<file path="src/inc/bldc_pwm_pkg.sv">
// Constants, offsets and field layout shared by the BLDC PWM timer
// What this block does
// - Prescaler gives divide-by-2 up to divide-by-8192 ticks
// - Each channel has a 16-bit software-accessible counter
// - Control register picks clock and counter clear source
// - Enable register gates each status flag interrupt
// - Start-up compare D/A gives commutation interval interrupt
// - I/O select sets compare or capture and edge
// - Channel 0 captures rotor edges, raising interrupts
// - Channel 2 makes three-phase PWM, common transition
// - PWM counter clears on period match, selected clock
// - Gate register picks driven phases and feedback source
// - Period register plus three phase duty registers
// - Mode register selects reset-synchronized PWM mode
// - Output master enable gates every output pin
// - Positive phases static, negative phases chopped
// - Captured rotor state switches energized phases automatically
// - Capture edge copies counter into capture register
// - Compare equal sets flag; interrupt only when enabled
`default_nettype none
package bldc_pwm_pkg;
   localparam int NCH = 3;
   localparam int CH_START0 = 0;
   localparam int CH_START1 = 1;
   localparam int CH_PWM = 2;
   localparam int NGR = 4;
   localparam int GR_A = 0;
   localparam int GR_B = 1;
   localparam int GR_C = 2;
   localparam int GR_D = 3;
   localparam int NPOS = 3;
   localparam int CNT_W = 16;
   localparam int REG_W = 8;
   localparam int PSC_W = 13;
   localparam int NSEL = 7;
   localparam int ADDR_W = 8;
   // Per-channel word offsets inside a 0x40 channel window
   localparam logic [5:0] OFF_CTRL = 6'h00;
   localparam logic [5:0] OFF_IER = 6'h04;
   localparam logic [5:0] OFF_FLAG = 6'h08;
   localparam logic [5:0] OFF_IO = 6'h0c;
   localparam logic [5:0] OFF_CNT = 6'h10;
   localparam logic [5:0] OFF_GR = 6'h14;
   localparam logic [5:0] OFF_GR_LAST = 6'h20;
   localparam logic [1:0] GLOBAL_WIN = 2'h3;
   // Global registers
   localparam logic [7:0] OFF_MODE = 8'hc0;
   localparam logic [7:0] OFF_GATE = 8'hc4;
   localparam logic [7:0] OFF_OUTEN = 8'hc8;
   localparam logic [7:0] OFF_DUTY_V = 8'hcc;
   localparam logic [7:0] OFF_DUTY_W = 8'hd0;
   // Control register fields
   localparam int CTRL_PSC_LSB = 0;
   localparam int CTRL_CLR_A = 3;
   localparam int CTRL_CLR_D = 4;
   localparam int FLAG_OVF = 4;
   // I/O select: two bits per general register
   localparam logic [1:0] IO_CMP = 2'h0;
   localparam logic [1:0] IO_RISE = 2'h1;
   localparam logic [1:0] IO_FALL = 2'h2;
   localparam logic [1:0] IO_BOTH = 2'h3;
   localparam logic [3:0] MODE_RSYNC = 4'h8;
   localparam int GATE_POS_LSB = 0;
   localparam int GATE_NEG_LSB = 3;
   localparam int GATE_FB = 6;
   localparam int OUTEN_NEG_LSB = 3;
   localparam logic [15:0] RST_CNT = 16'h0000;
   localparam logic [15:0] RST_GR = 16'hffff;
   localparam logic [7:0] RST_REG = 8'h00;
   localparam logic [15:0] CNT_MAX = 16'hffff;
endpackage
`default_nettype wire

</file>
<file path="src/hdl/bldc_sync_pwm_timer.sv">
// Three-channel BLDC timer: start-up compares, rotor capture, sync PWM, APB slave
`default_nettype none
module bldc_sync_pwm_timer
   import bldc_pwm_pkg::*;
(
   input wire logic pclk,
   input wire logic presetn,
   input wire logic [ADDR_W-1:0] paddr,
   input wire logic psel,
   input wire logic penable,
   input wire logic pwrite,
   input wire logic [31:0] pwdata,
   output logic [31:0] prdata,
   output logic pready,
   output logic pslverr,
   input wire logic [NPOS-1:0] rotor_pos,
   output logic [NPOS-1:0] drive_pos,
   output logic [NPOS-1:0] drive_neg,
   output logic irq
);
   typedef struct packed {
      logic [NCH-1:0][CNT_W-1:0] cnt;
      logic [NCH-1:0][REG_W-1:0] ctrl;
      logic [NCH-1:0][REG_W-1:0] ier;
      logic [NCH-1:0][REG_W-1:0] flag;
      logic [NCH-1:0][REG_W-1:0] io;
      logic [NCH-1:0][NGR-1:0][CNT_W-1:0] gr;
      logic [REG_W-1:0] mode;
      logic [REG_W-1:0] gate;
      logic [REG_W-1:0] outen;
      logic [CNT_W-1:0] duty_v;
      logic [CNT_W-1:0] duty_w;
      logic [NPOS-1:0] pwm_lvl;
      logic [NPOS-1:0] pos_prev;
      logic [NPOS-1:0] pos_cap;
      logic [NPOS-1:0] pins_pos;
      logic [NPOS-1:0] pins_neg;
      logic [31:0] prdata;
      logic pslverr;
      logic irq;
   } state_s;

   state_s s_r;
   state_s s_nxt;
   logic [NSEL-1:0] psc_tick;
   logic [NCH-1:0] ch_tick;
   logic [NCH-1:0] clr_ev;
   logic [NCH-1:0] cnt_wr;
   logic [NCH-1:0][NGR-1:0] match;
   logic [NPOS-1:0] cap_ev;
   logic [NPOS-1:0] rise;
   logic [NPOS-1:0] fall;
   logic [NPOS-1:0][CNT_W-1:0] duty;
   logic rsync;
   logic wr_acc;
   logic rd_setup;

   clk_prescaler #(
      .W(PSC_W),
      .N(NSEL)
   ) u_psc (
      .pclk(pclk),
      .presetn(presetn),
      .tick(psc_tick)
   );

   // Selects 7 map onto the slowest ratio so no code is undefined
   function automatic logic tick_pick(input logic [2:0] sel, input logic [NSEL-1:0] t);
      logic r;
      r = (sel >= 3'(NSEL)) ? t[NSEL-1] : t[sel];
      return r;
   endfunction

   // Word-aligned hits only; everything else answers with an error
   function automatic logic mapped(input logic [ADDR_W-1:0] a);
      logic r;
      r = 1'b0;
      if (a[1:0] == 2'h0) begin
         if (a[7:6] == GLOBAL_WIN) begin
            r = (a >= OFF_MODE) && (a <= OFF_DUTY_W);
         end else begin
            r = (a[5:0] <= OFF_GR_LAST);
         end
      end
      return r;
   endfunction

   // Capture edge test for one I/O select field
   function automatic logic edge_hit(input logic [1:0] f, input logic r, input logic fl);
      logic h;
      h = ((f == IO_RISE) && r) || ((f == IO_FALL) && fl) || ((f == IO_BOTH) && (r || fl));
      return h;
   endfunction

   // Six-step commutation from rotor state: {negative, positive}
   function automatic logic [5:0] commute(input logic [NPOS-1:0] h);
      logic [5:0] e;
      case (h)
         3'h5: e = 6'h11;
         3'h4: e = 6'h21;
         3'h6: e = 6'h22;
         3'h2: e = 6'h0a;
         3'h3: e = 6'h0c;
         3'h1: e = 6'h14;
         default: e = 6'h00;
      endcase
      return e;
   endfunction

   assign wr_acc = psel && penable && pwrite;
   assign rd_setup = psel && !penable;
   assign rsync = (s_r.mode[3:0] == MODE_RSYNC);
   assign rise = rotor_pos & ~s_r.pos_prev;
   assign fall = ~rotor_pos & s_r.pos_prev;
   assign duty[0] = s_r.gr[CH_PWM][GR_B];
   assign duty[1] = s_r.duty_v;
   assign duty[2] = s_r.duty_w;

   // Per-channel count enable, compare equality and clear event
   for (genvar c = 0; c < NCH; c++) begin : g_ch
      logic clr_a;
      assign ch_tick[c] = tick_pick(s_r.ctrl[c][CTRL_PSC_LSB +: 3], psc_tick);
      for (genvar g = 0; g < NGR; g++) begin : g_gr
         assign match[c][g] = (s_r.cnt[c] == s_r.gr[c][g]);
      end
      // In sync PWM mode the period match always clears the PWM counter
      assign clr_a = s_r.ctrl[c][CTRL_CLR_A] || (c == CH_PWM && rsync);
      assign clr_ev[c] = ch_tick[c] && ((clr_a && match[c][GR_A]) ||
                         (s_r.ctrl[c][CTRL_CLR_D] && match[c][GR_D]));
      assign cnt_wr[c] = wr_acc && mapped(paddr) && (paddr[7:6] == 2'(c)) &&
                         (paddr[5:0] == OFF_CNT);
   end

   // Rotor inputs reach channel 0 registers A, B and C
   for (genvar p = 0; p < NPOS; p++) begin : g_cap
      assign cap_ev[p] = edge_hit(s_r.io[CH_START0][2*p +: 2], rise[p], fall[p]);
   end

   // Whole next-state: software writes, then hardware events, then outputs
   always_comb begin
      logic [1:0] ch;
      logic [5:0] off;
      logic [5:0] gd;
      logic [1:0] gi;
      logic [5:0] ener;
      logic [31:0] rd;
      s_nxt = s_r;
      ch = paddr[7:6];
      off = paddr[5:0];
      gd = 6'(off - OFF_GR);
      gi = gd[3:2];
      ener = 6'h00;
      rd = 32'h0000_0000;
      // Register writes take effect in the access phase only
      if (wr_acc && mapped(paddr)) begin
         if (ch == GLOBAL_WIN) begin
            case (paddr)
               OFF_MODE: s_nxt.mode = pwdata[7:0];
               OFF_GATE: s_nxt.gate = pwdata[7:0];
               OFF_OUTEN: s_nxt.outen = pwdata[7:0];
               OFF_DUTY_V: s_nxt.duty_v = pwdata[15:0];
               OFF_DUTY_W: s_nxt.duty_w = pwdata[15:0];
               default: ;
            endcase
         end else begin
            case (off)
               OFF_CTRL: s_nxt.ctrl[ch] = pwdata[7:0];
               OFF_IER: s_nxt.ier[ch] = pwdata[7:0];
               OFF_FLAG: s_nxt.flag[ch] = s_r.flag[ch] & ~pwdata[7:0];
               OFF_IO: s_nxt.io[ch] = pwdata[7:0];
               OFF_CNT: ;
               default: s_nxt.gr[ch][gi] = pwdata[15:0];
            endcase
         end
      end
      // Counting, compare flags and overflow; flag set beats a clear
      for (int c = 0; c < NCH; c++) begin
         if (ch_tick[c]) begin
            s_nxt.cnt[c] = clr_ev[c] ? RST_CNT : CNT_W'(s_r.cnt[c] + 1'b1);
            if (s_r.cnt[c] == CNT_MAX) begin
               s_nxt.flag[c][FLAG_OVF] = 1'b1;
            end
            for (int g = 0; g < NGR; g++) begin
               if (s_r.io[c][2*g +: 2] == IO_CMP && match[c][g]) begin
                  s_nxt.flag[c][g] = 1'b1;
               end
            end
         end
      end
      // Rotor edges: latch counter, flag, and remember rotor state
      for (int p = 0; p < NPOS; p++) begin
         if (cap_ev[p]) begin
            s_nxt.gr[CH_START0][p] = s_r.cnt[CH_START0];
            s_nxt.flag[CH_START0][p] = 1'b1;
            s_nxt.pos_cap = rotor_pos;
         end
      end
      s_nxt.pos_prev = rotor_pos;
      // Software counter write overrides the count step
      for (int c = 0; c < NCH; c++) begin
         if (cnt_wr[c]) begin
            s_nxt.cnt[c] = pwdata[15:0];
         end
      end
      // Phase waveforms share the period clear as common transition
      for (int p = 0; p < NPOS; p++) begin
         if (!rsync || clr_ev[CH_PWM]) begin
            s_nxt.pwm_lvl[p] = 1'b0;
         end else if (ch_tick[CH_PWM] && s_r.cnt[CH_PWM] == duty[p]) begin
            s_nxt.pwm_lvl[p] = 1'b1;
         end
      end
      // Energized phases come from software bits or captured rotor state
      if (s_r.gate[GATE_FB]) begin
         ener = commute(s_r.pos_cap);
      end else begin
         ener = s_r.gate[5:0];
      end
      // Registered pins avoid glitches on the base driver inputs
      for (int p = 0; p < NPOS; p++) begin
         s_nxt.pins_pos[p] = rsync && ener[GATE_POS_LSB + p] && s_r.outen[p];
         s_nxt.pins_neg[p] = rsync && ener[GATE_NEG_LSB + p] && s_r.pwm_lvl[p] &&
                             s_r.outen[OUTEN_NEG_LSB + p];
      end
      // Read data is captured in the setup phase so pready never waits
      if (rd_setup) begin
         s_nxt.pslverr = !mapped(paddr);
         if (mapped(paddr) && !pwrite) begin
            if (ch == GLOBAL_WIN) begin
               case (paddr)
                  OFF_MODE: rd = {24'h000000, s_r.mode};
                  OFF_GATE: rd = {24'h000000, s_r.gate};
                  OFF_OUTEN: rd = {24'h000000, s_r.outen};
                  OFF_DUTY_V: rd = {16'h0000, s_r.duty_v};
                  OFF_DUTY_W: rd = {16'h0000, s_r.duty_w};
                  default: rd = 32'h0000_0000;
               endcase
            end else begin
               case (off)
                  OFF_CTRL: rd = {24'h000000, s_r.ctrl[ch]};
                  OFF_IER: rd = {24'h000000, s_r.ier[ch]};
                  OFF_FLAG: rd = {24'h000000, s_r.flag[ch]};
                  OFF_IO: rd = {24'h000000, s_r.io[ch]};
                  OFF_CNT: rd = {16'h0000, s_r.cnt[ch]};
                  default: rd = {16'h0000, s_r.gr[ch][gi]};
               endcase
            end
         end
         s_nxt.prdata = rd;
      end
      // Level interrupt from next flags so it tracks them without lag
      s_nxt.irq = 1'b0;
      for (int c = 0; c < NCH; c++) begin
         s_nxt.irq = s_nxt.irq || (|(s_nxt.flag[c] & s_nxt.ier[c]));
      end
   end

   // Single state register; general registers start at full scale
   always_ff @(posedge pclk or negedge presetn) begin
      if (!presetn) begin
         s_r <= '0;
         s_r.gr <= {(NCH*NGR){RST_GR}};
         s_r.mode <= RST_REG;
      end else begin
         s_r <= s_nxt;
      end
   end

   assign pready = 1'b1;
   assign prdata = s_r.prdata;
   assign pslverr = s_r.pslverr;
   assign drive_pos = s_r.pins_pos;
   assign drive_neg = s_r.pins_neg;
   assign irq = s_r.irq;
endmodule
`default_nettype wire

</file>
<file path="src/hdl/clk_prescaler.sv">
// Free-running divider producing one-cycle count enables
`default_nettype none
module clk_prescaler
   import bldc_pwm_pkg::*;
#(
   parameter int W = PSC_W,
   parameter int N = NSEL
) (
   input wire logic pclk,
   input wire logic presetn,
   output logic [N-1:0] tick
);
   typedef struct packed {
      logic [W-1:0] cnt;
   } psc_s;
   psc_s s_r;
   psc_s s_nxt;

   // Counter simply wraps; every ratio is a power of two of it
   always_comb begin
      s_nxt = s_r;
      s_nxt.cnt = W'(s_r.cnt + 1'b1);
   end

   always_ff @(posedge pclk or negedge presetn) begin
      if (!presetn) begin
         s_r <= '0;
      end else begin
         s_r <= s_nxt;
      end
   end

   // Tick k fires once per 2**(2k+1) cycles: 2, 8, 32 ... 8192
   for (genvar k = 0; k < N; k++) begin : g_tick
      assign tick[k] = &s_r.cnt[2*k:0];
   end
endmodule
`default_nettype wire

</file>
<file path="config.mk">
export PLATFORM = sky130hd
export DESIGN_NAME = bldc_sync_pwm_timer
export DESIGN_NICKNAME = d
export VERILOG_FILES = /design/src/inc/bldc_pwm_pkg.sv /design/src/hdl/bldc_sync_pwm_timer.sv /design/src/hdl/clk_prescaler.sv
export SDC_FILE = /design/constraint.sdc
export NUM_CORES = 1
export LEC_CHECK = 0
export BUFFER_PORTS_ARGS = -buffer_cell sky130_fd_sc_hd__buf_2
export CAP_MARGIN = 20
export CORE_AREA = 2 2 251 253
export DETAILED_ROUTE_END_ITERATION = 7
export DIE_AREA = 0 0 253 255
export PLACE_DENSITY = 0.69
export SLEW_MARGIN = 0
export SYNTH_ARGS = -nofsm -noshare
export SYNTH_HDL_FRONTEND = slang
export SYNTH_HIERARCHICAL = 1
export SYNTH_SLANG_ARGS = --single-unit
</file>
<file path="constraint.sdc">
create_clock -name pclk -period 2.6 [get_ports pclk]
set_input_delay 0.39 -clock pclk [delete_from_list [all_inputs] [get_ports pclk]]
set_output_delay 0.39 -clock pclk [all_outputs]
set_load 0.02 [all_outputs]
</file>
==> results.txt <==
* Maximum cell stage delay along the critical path: between 500 and 600 ps
* Clock tree from TritonCTS: built
- In the routed layout, each cell is associated on average with a via count of around 6.3.
- The slowest stage of the critical path belongs to the cell sky130_fd_sc_hd__mux4_2.
* Start point of the worst min-delay path: pwdata[0]
* Worst slack, placed: -889 ps
* Largest cells by area after synthesis: sky130_fd_sc_hd__dfrtp_1 (24%), sky130_fd_sc_hd__dfstp_2 (20%), sky130_fd_sc_hd__mux2_2 (11%), sky130_fd_sc_hd__xnor2_1 (6.7%), sky130_fd_sc_hd__mux2i_1 (4.9%)
- Count of pins over their slew limit: 0
- Measured against its own limit, the worst slew margin works out to between 40 and 50%.
* Run status: finished with violations
- The die covers 0.0645 mm².
- Bufs on Longest Clock Path: 3
- After detailed routing, the average wire length per cell comes to 29.6 µm.
* Crit. path cell count: 11
- Std-Cell Core Area: just over 0.06 mm²
- The final route contains 22374 vias.
- The most critical setup path has its endpoint at irq.
- Placement row count: 92
* Clock root cell: sky130_fd_sc_hd__clkbuf_16
- The mapped netlist covers ~0.026 mm².
* Length in cells of the worst reg-to-reg path: 11
- For the worst setup path, the data arrival time is ~3300 ps.
- For the final routed database, the setup TNS stands at -1090 ps.
- The critical path in this run is classified as reg2reg.
- Floorplan die width: between 200 and 300 µm
- R2r setup slk: -250 ps
- Most numerous cell types in the synthesized netlist: sky130_fd_sc_hd__mux2_2 (253), sky130_fd_sc_hd__dfrtp_1 (246), sky130_fd_sc_hd__xnor2_1 (197)
* Seq/Total Area, Yosys: a little over two fifths
- After filler insertion, the fill cell instance count of the layout stands at roughly 5400.
* Height of the chip: ~260 µm
- Fin. Hold Viols: 0
- In the synthesized netlist the async set-or-reset flop fraction comes to between 90% and 100%.
- The biggest area contributor in the post-synthesis netlist is sky130_fd_sc_hd__dfrtp_1.
* Worst-case vdd ir drop: between 0.4 and 0.5 mV
- Detailed routing placed a total of 10200 µm of wire on met3.
- After detailed routing, the wire length on met1 is approximately 44000 µm.
- Detailed-routed wire length on met2: roughly 46000 µm
- Antenna violations before repair: 3
- Input and output buffers added on the ports amount to 55.
* Beginning of the worst register-to-register path: u_psc/s_r[1]
- After synthesis, the largest area contributor takes up between 20% and 30% of total cell area.
- Critical Path End Type: register
- Setup repair after global routing could not meet its margin everywhere.
- The average instance in the mapped netlist occupies ~11 µm².
- Cts bufs inserted: 51
- Highest metal used: met5
- Number of buffers and inverters on the critical path: 2
* Violated checks: setup timing
- The net count of the finished layout is ~2800.
- Remaining number of nets flagged by the antenna check after routing: 0
- Worst-path maximum fanout: 4
* PnR worst setup slack: -253 ps
- Max-Cap Viols: 0
- The first global-routing pass estimated approximately 150000 µm of wire.
- After detailed routing, the number of remaining DRC violations is 0.
- In this run the cell area measured after placement is 0.0296 mm².
- In this run the worst setup path begins at u_psc/s_r[1].
- For this block, the routed nets add up to 106000 µm of wire.
* WHS: ~180 ps
- For this run, the number of standard cells in the final layout without fillers is 3574.
* Ys Warns: 6
- At the worst endpoint, the required time is slightly above 3000 ps.
* Main synth FF type: sky130_fd_sc_hd__dfrtp_1
- Detail Placement HPWL: approximately 78000 µm
- Top cell by count, worst path: sky130_fd_sc_hd__ha_4
- In the post-synthesis netlist, the cell with the most instances is sky130_fd_sc_hd__mux2_2.
- In this run the power density over the cells is a little under 600 mW/mm².
* Number of enable-type register cells in the synthesized netlist: 0
- The signal on the critical path passes through ha_4 -> nand3_4 -> inv_4 -> ha_4 -> mux4_2 -> mux2_4 -> buf_6 -> a32o_2 -> a22o_1 -> nor4_2 -> nand4_1.
* Number of global-route vias before repair: ~22000
* Final count of negative-setup-slack endpoints: 17
- In this run the count of I/O pins placed on the die edge is 89.
- For this run, the share of the core covered by cells in the final layout is between 50 and 60%.
- Final min period: around 2900 ps
* Clk pin slew, worst setup/hold paths: ~60 ps
- After synthesis the netlist holds a flip-flop and latch count of roughly 440.
- Post-layout power: roughly 19 mW
- Derived from the worst setup path, the maximum achievable clock frequency is ~350 MHz.
- Num Clock Sinks: between 400 and 500
- Entering global routing, the biggest net connects 68 pins.
- DRC violation total after the first TritonRoute iteration: between 2000 and 3000
- The total overflow left after global routing is 0.
- Routability-driven placement finished with a final weighted congestion of 1.08.
- Reg-to-reg endpoint: irq
- Design Area, Final: about 0.032 mm²
- Count of distinct cell types in the synthesized netlist: 88
- After technology mapping, the gate count stands at around 2400.
* DP Cell Count: 3443
- Global routing used ~32% of the available tracks across all layers.
- Relative to the synthesized area, the layout overhead comes to 25.7%.
- Worst-Skew Late Latency: roughly 620 ps
- Top Family by Delay on Critical Path: multiplexers
* H-Tree Level Count: 2
* Slew of the pin with the lowest slew margin: 837 ps
- Count of TritonRoute iterations in the first routing pass: 5
* Starting Density: about two fifths
* Leak: between 10 and 15 nW
* Final worst clock skew: roughly 26 ps
* Worst Setup Start Kind: register
- The tightest min-delay check is of the in2reg type.
- Share of the cycle needed by the critical path after routing: 110%
- Layout cell share with drive strength beyond 1: a little over two fifths
==> cell usage in the layout (no fill, tap or decap), types with 12 or more instances in the layout <==
| cell | netlist | final |
|---|---|---|
| sky130_fd_sc_hd__nor4_1 | 26 | 18 |
| sky130_fd_sc_hd__a22o_1 | 14 | 13 |
| sky130_fd_sc_hd__ha_1 | 18 | 14 |
| sky130_fd_sc_hd__mux2_2 | 253 | 249 |
| sky130_fd_sc_hd__and3_1 | 16 | 15 |
| sky130_fd_sc_hd__conb_1 | 2 | 17 |
| sky130_fd_sc_hd__a22oi_1 | 29 | 28 |
| sky130_fd_sc_hd__a21oi_1 | 111 | 103 |
| sky130_fd_sc_hd__a221oi_1 | 19 | 16 |
| sky130_fd_sc_hd__a221o_1 | 23 | 23 |
| sky130_fd_sc_hd__nand2_1 | 159 | 155 |
| sky130_fd_sc_hd__buf_12 | 0 | 44 |
| sky130_fd_sc_hd__clkbuf_16 | 0 | 52 |
| sky130_fd_sc_hd__nor3_1 | 30 | 22 |
| sky130_fd_sc_hd__mux4_2 | 19 | 19 |
| sky130_fd_sc_hd__a31oi_1 | 14 | 12 |
| sky130_fd_sc_hd__buf_4 | 50 | 347 |
| sky130_fd_sc_hd__xor2_1 | 38 | 38 |
| sky130_fd_sc_hd__mux2i_1 | 127 | 126 |
| sky130_fd_sc_hd__inv_1 | 24 | 23 |
| sky130_fd_sc_hd__o21ai_2 | 0 | 28 |
| sky130_fd_sc_hd__xnor2_1 | 197 | 196 |
| sky130_fd_sc_hd__buf_6 | 5 | 19 |
| sky130_fd_sc_hd__mux2_4 | 0 | 27 |
| sky130_fd_sc_hd__o21ai_1 | 2 | 26 |
| sky130_fd_sc_hd__nor3_2 | 12 | 15 |
| sky130_fd_sc_hd__nand4_1 | 59 | 59 |
| sky130_fd_sc_hd__o21ai_0 | 136 | 83 |
| sky130_fd_sc_hd__buf_2 | 40 | 51 |
| sky130_fd_sc_hd__o22ai_1 | 22 | 22 |
| sky130_fd_sc_hd__nand2_4 | 4 | 13 |
| sky130_fd_sc_hd__nor2_1 | 122 | 120 |
| sky130_fd_sc_hd__nand3_1 | 35 | 34 |
| sky130_fd_sc_hd__dfrtp_1 | 246 | 239 |
| sky130_fd_sc_hd__nand3b_1 | 12 | 12 |
| sky130_fd_sc_hd__dfstp_2 | 192 | 192 |
| sky130_fd_sc_hd__o31ai_1 | 17 | 16 |
==> power by group <==
part | switching [mW] | internal [mW]
clock | 3.08 | 4.17
sequential | 0.681 | 7.20
combinational | 2.35 | 1.78
==> routing by layer <==
metal,track usage [%],up-vias
met2,48.2,1364
met1,44.2,11304
met5,0,-
met3,6.73,312
met4,16.4,4
li1,-,9390
==> sequential cells by signal, indices dropped and copies added, names as in the netlist <==
name and count:
s_r 351, duty 48, prdata 16, u_psc/s_r 13
drive_neg 3, drive_pos 3, g_ch.clr_a 2, irq 1
pslverr 1
==> cells by family after synthesis <==
logic type | synth area share (%)
compound gates | 12.2
xor+xnor | 7.99
fa+ha+maj | 0.874
buf+inv | 4.96
flops | 43.5
mux | 18.7
other cells | 0.0292
simple gates | 11.7
==> worst min-delay path by stage <==
stage	depth (start not counted)	to	slack (ps)
after floorplan	0	drive_neg[0]	90
after global placement	1	drive_pos[2]	440
after detailed placement	1	drive_pos[2]	450
after CTS	2	s_r[361]	150
after global routing	2	s_r[361]	200
final	2	s_r[361]	180
==> final cells by class <==
| type | count | area, µm² | area share, % |
|---|---|---|---|
| repair buffers | 469 | 4050 | 12.5 |
| flip-flops and latches | 438 | 11200 | 34.6 |
| well taps | 799 | 1000 | 3.09 |
| diodes | 3 | 7.51 | 0.0232 |
| clock buffers | 73 | 1480 | 4.57 |
| clock inverters | 19 | 196 | 0.607 |
| inverters | 27 | 130 | 0.402 |
| multi-input cells | 1746 | 14300 | 44.2 |
==> worst register-to-register path: cells and delay by family, from the launching register on <==
kind,cells,cell delay [ps]
AOI/OAI and AO/OA,2,520
adders and majority gates,2,340
buffers and inverters,2,200
DFF,1,410
muxes,2,890
and+or+nand+nor,3,360
==> repair_timing <==
item	4_1_cts	5_1_grt
hold buffers	4	0
gates cloned	2	5
endpoints found under the hold margin	37	0
setup buffers	11	17
resized for setup	69	107
pin swaps	25	37
setup endpoints to repair	31	53
No activity file was read; power rests on OpenSTA's default activity.
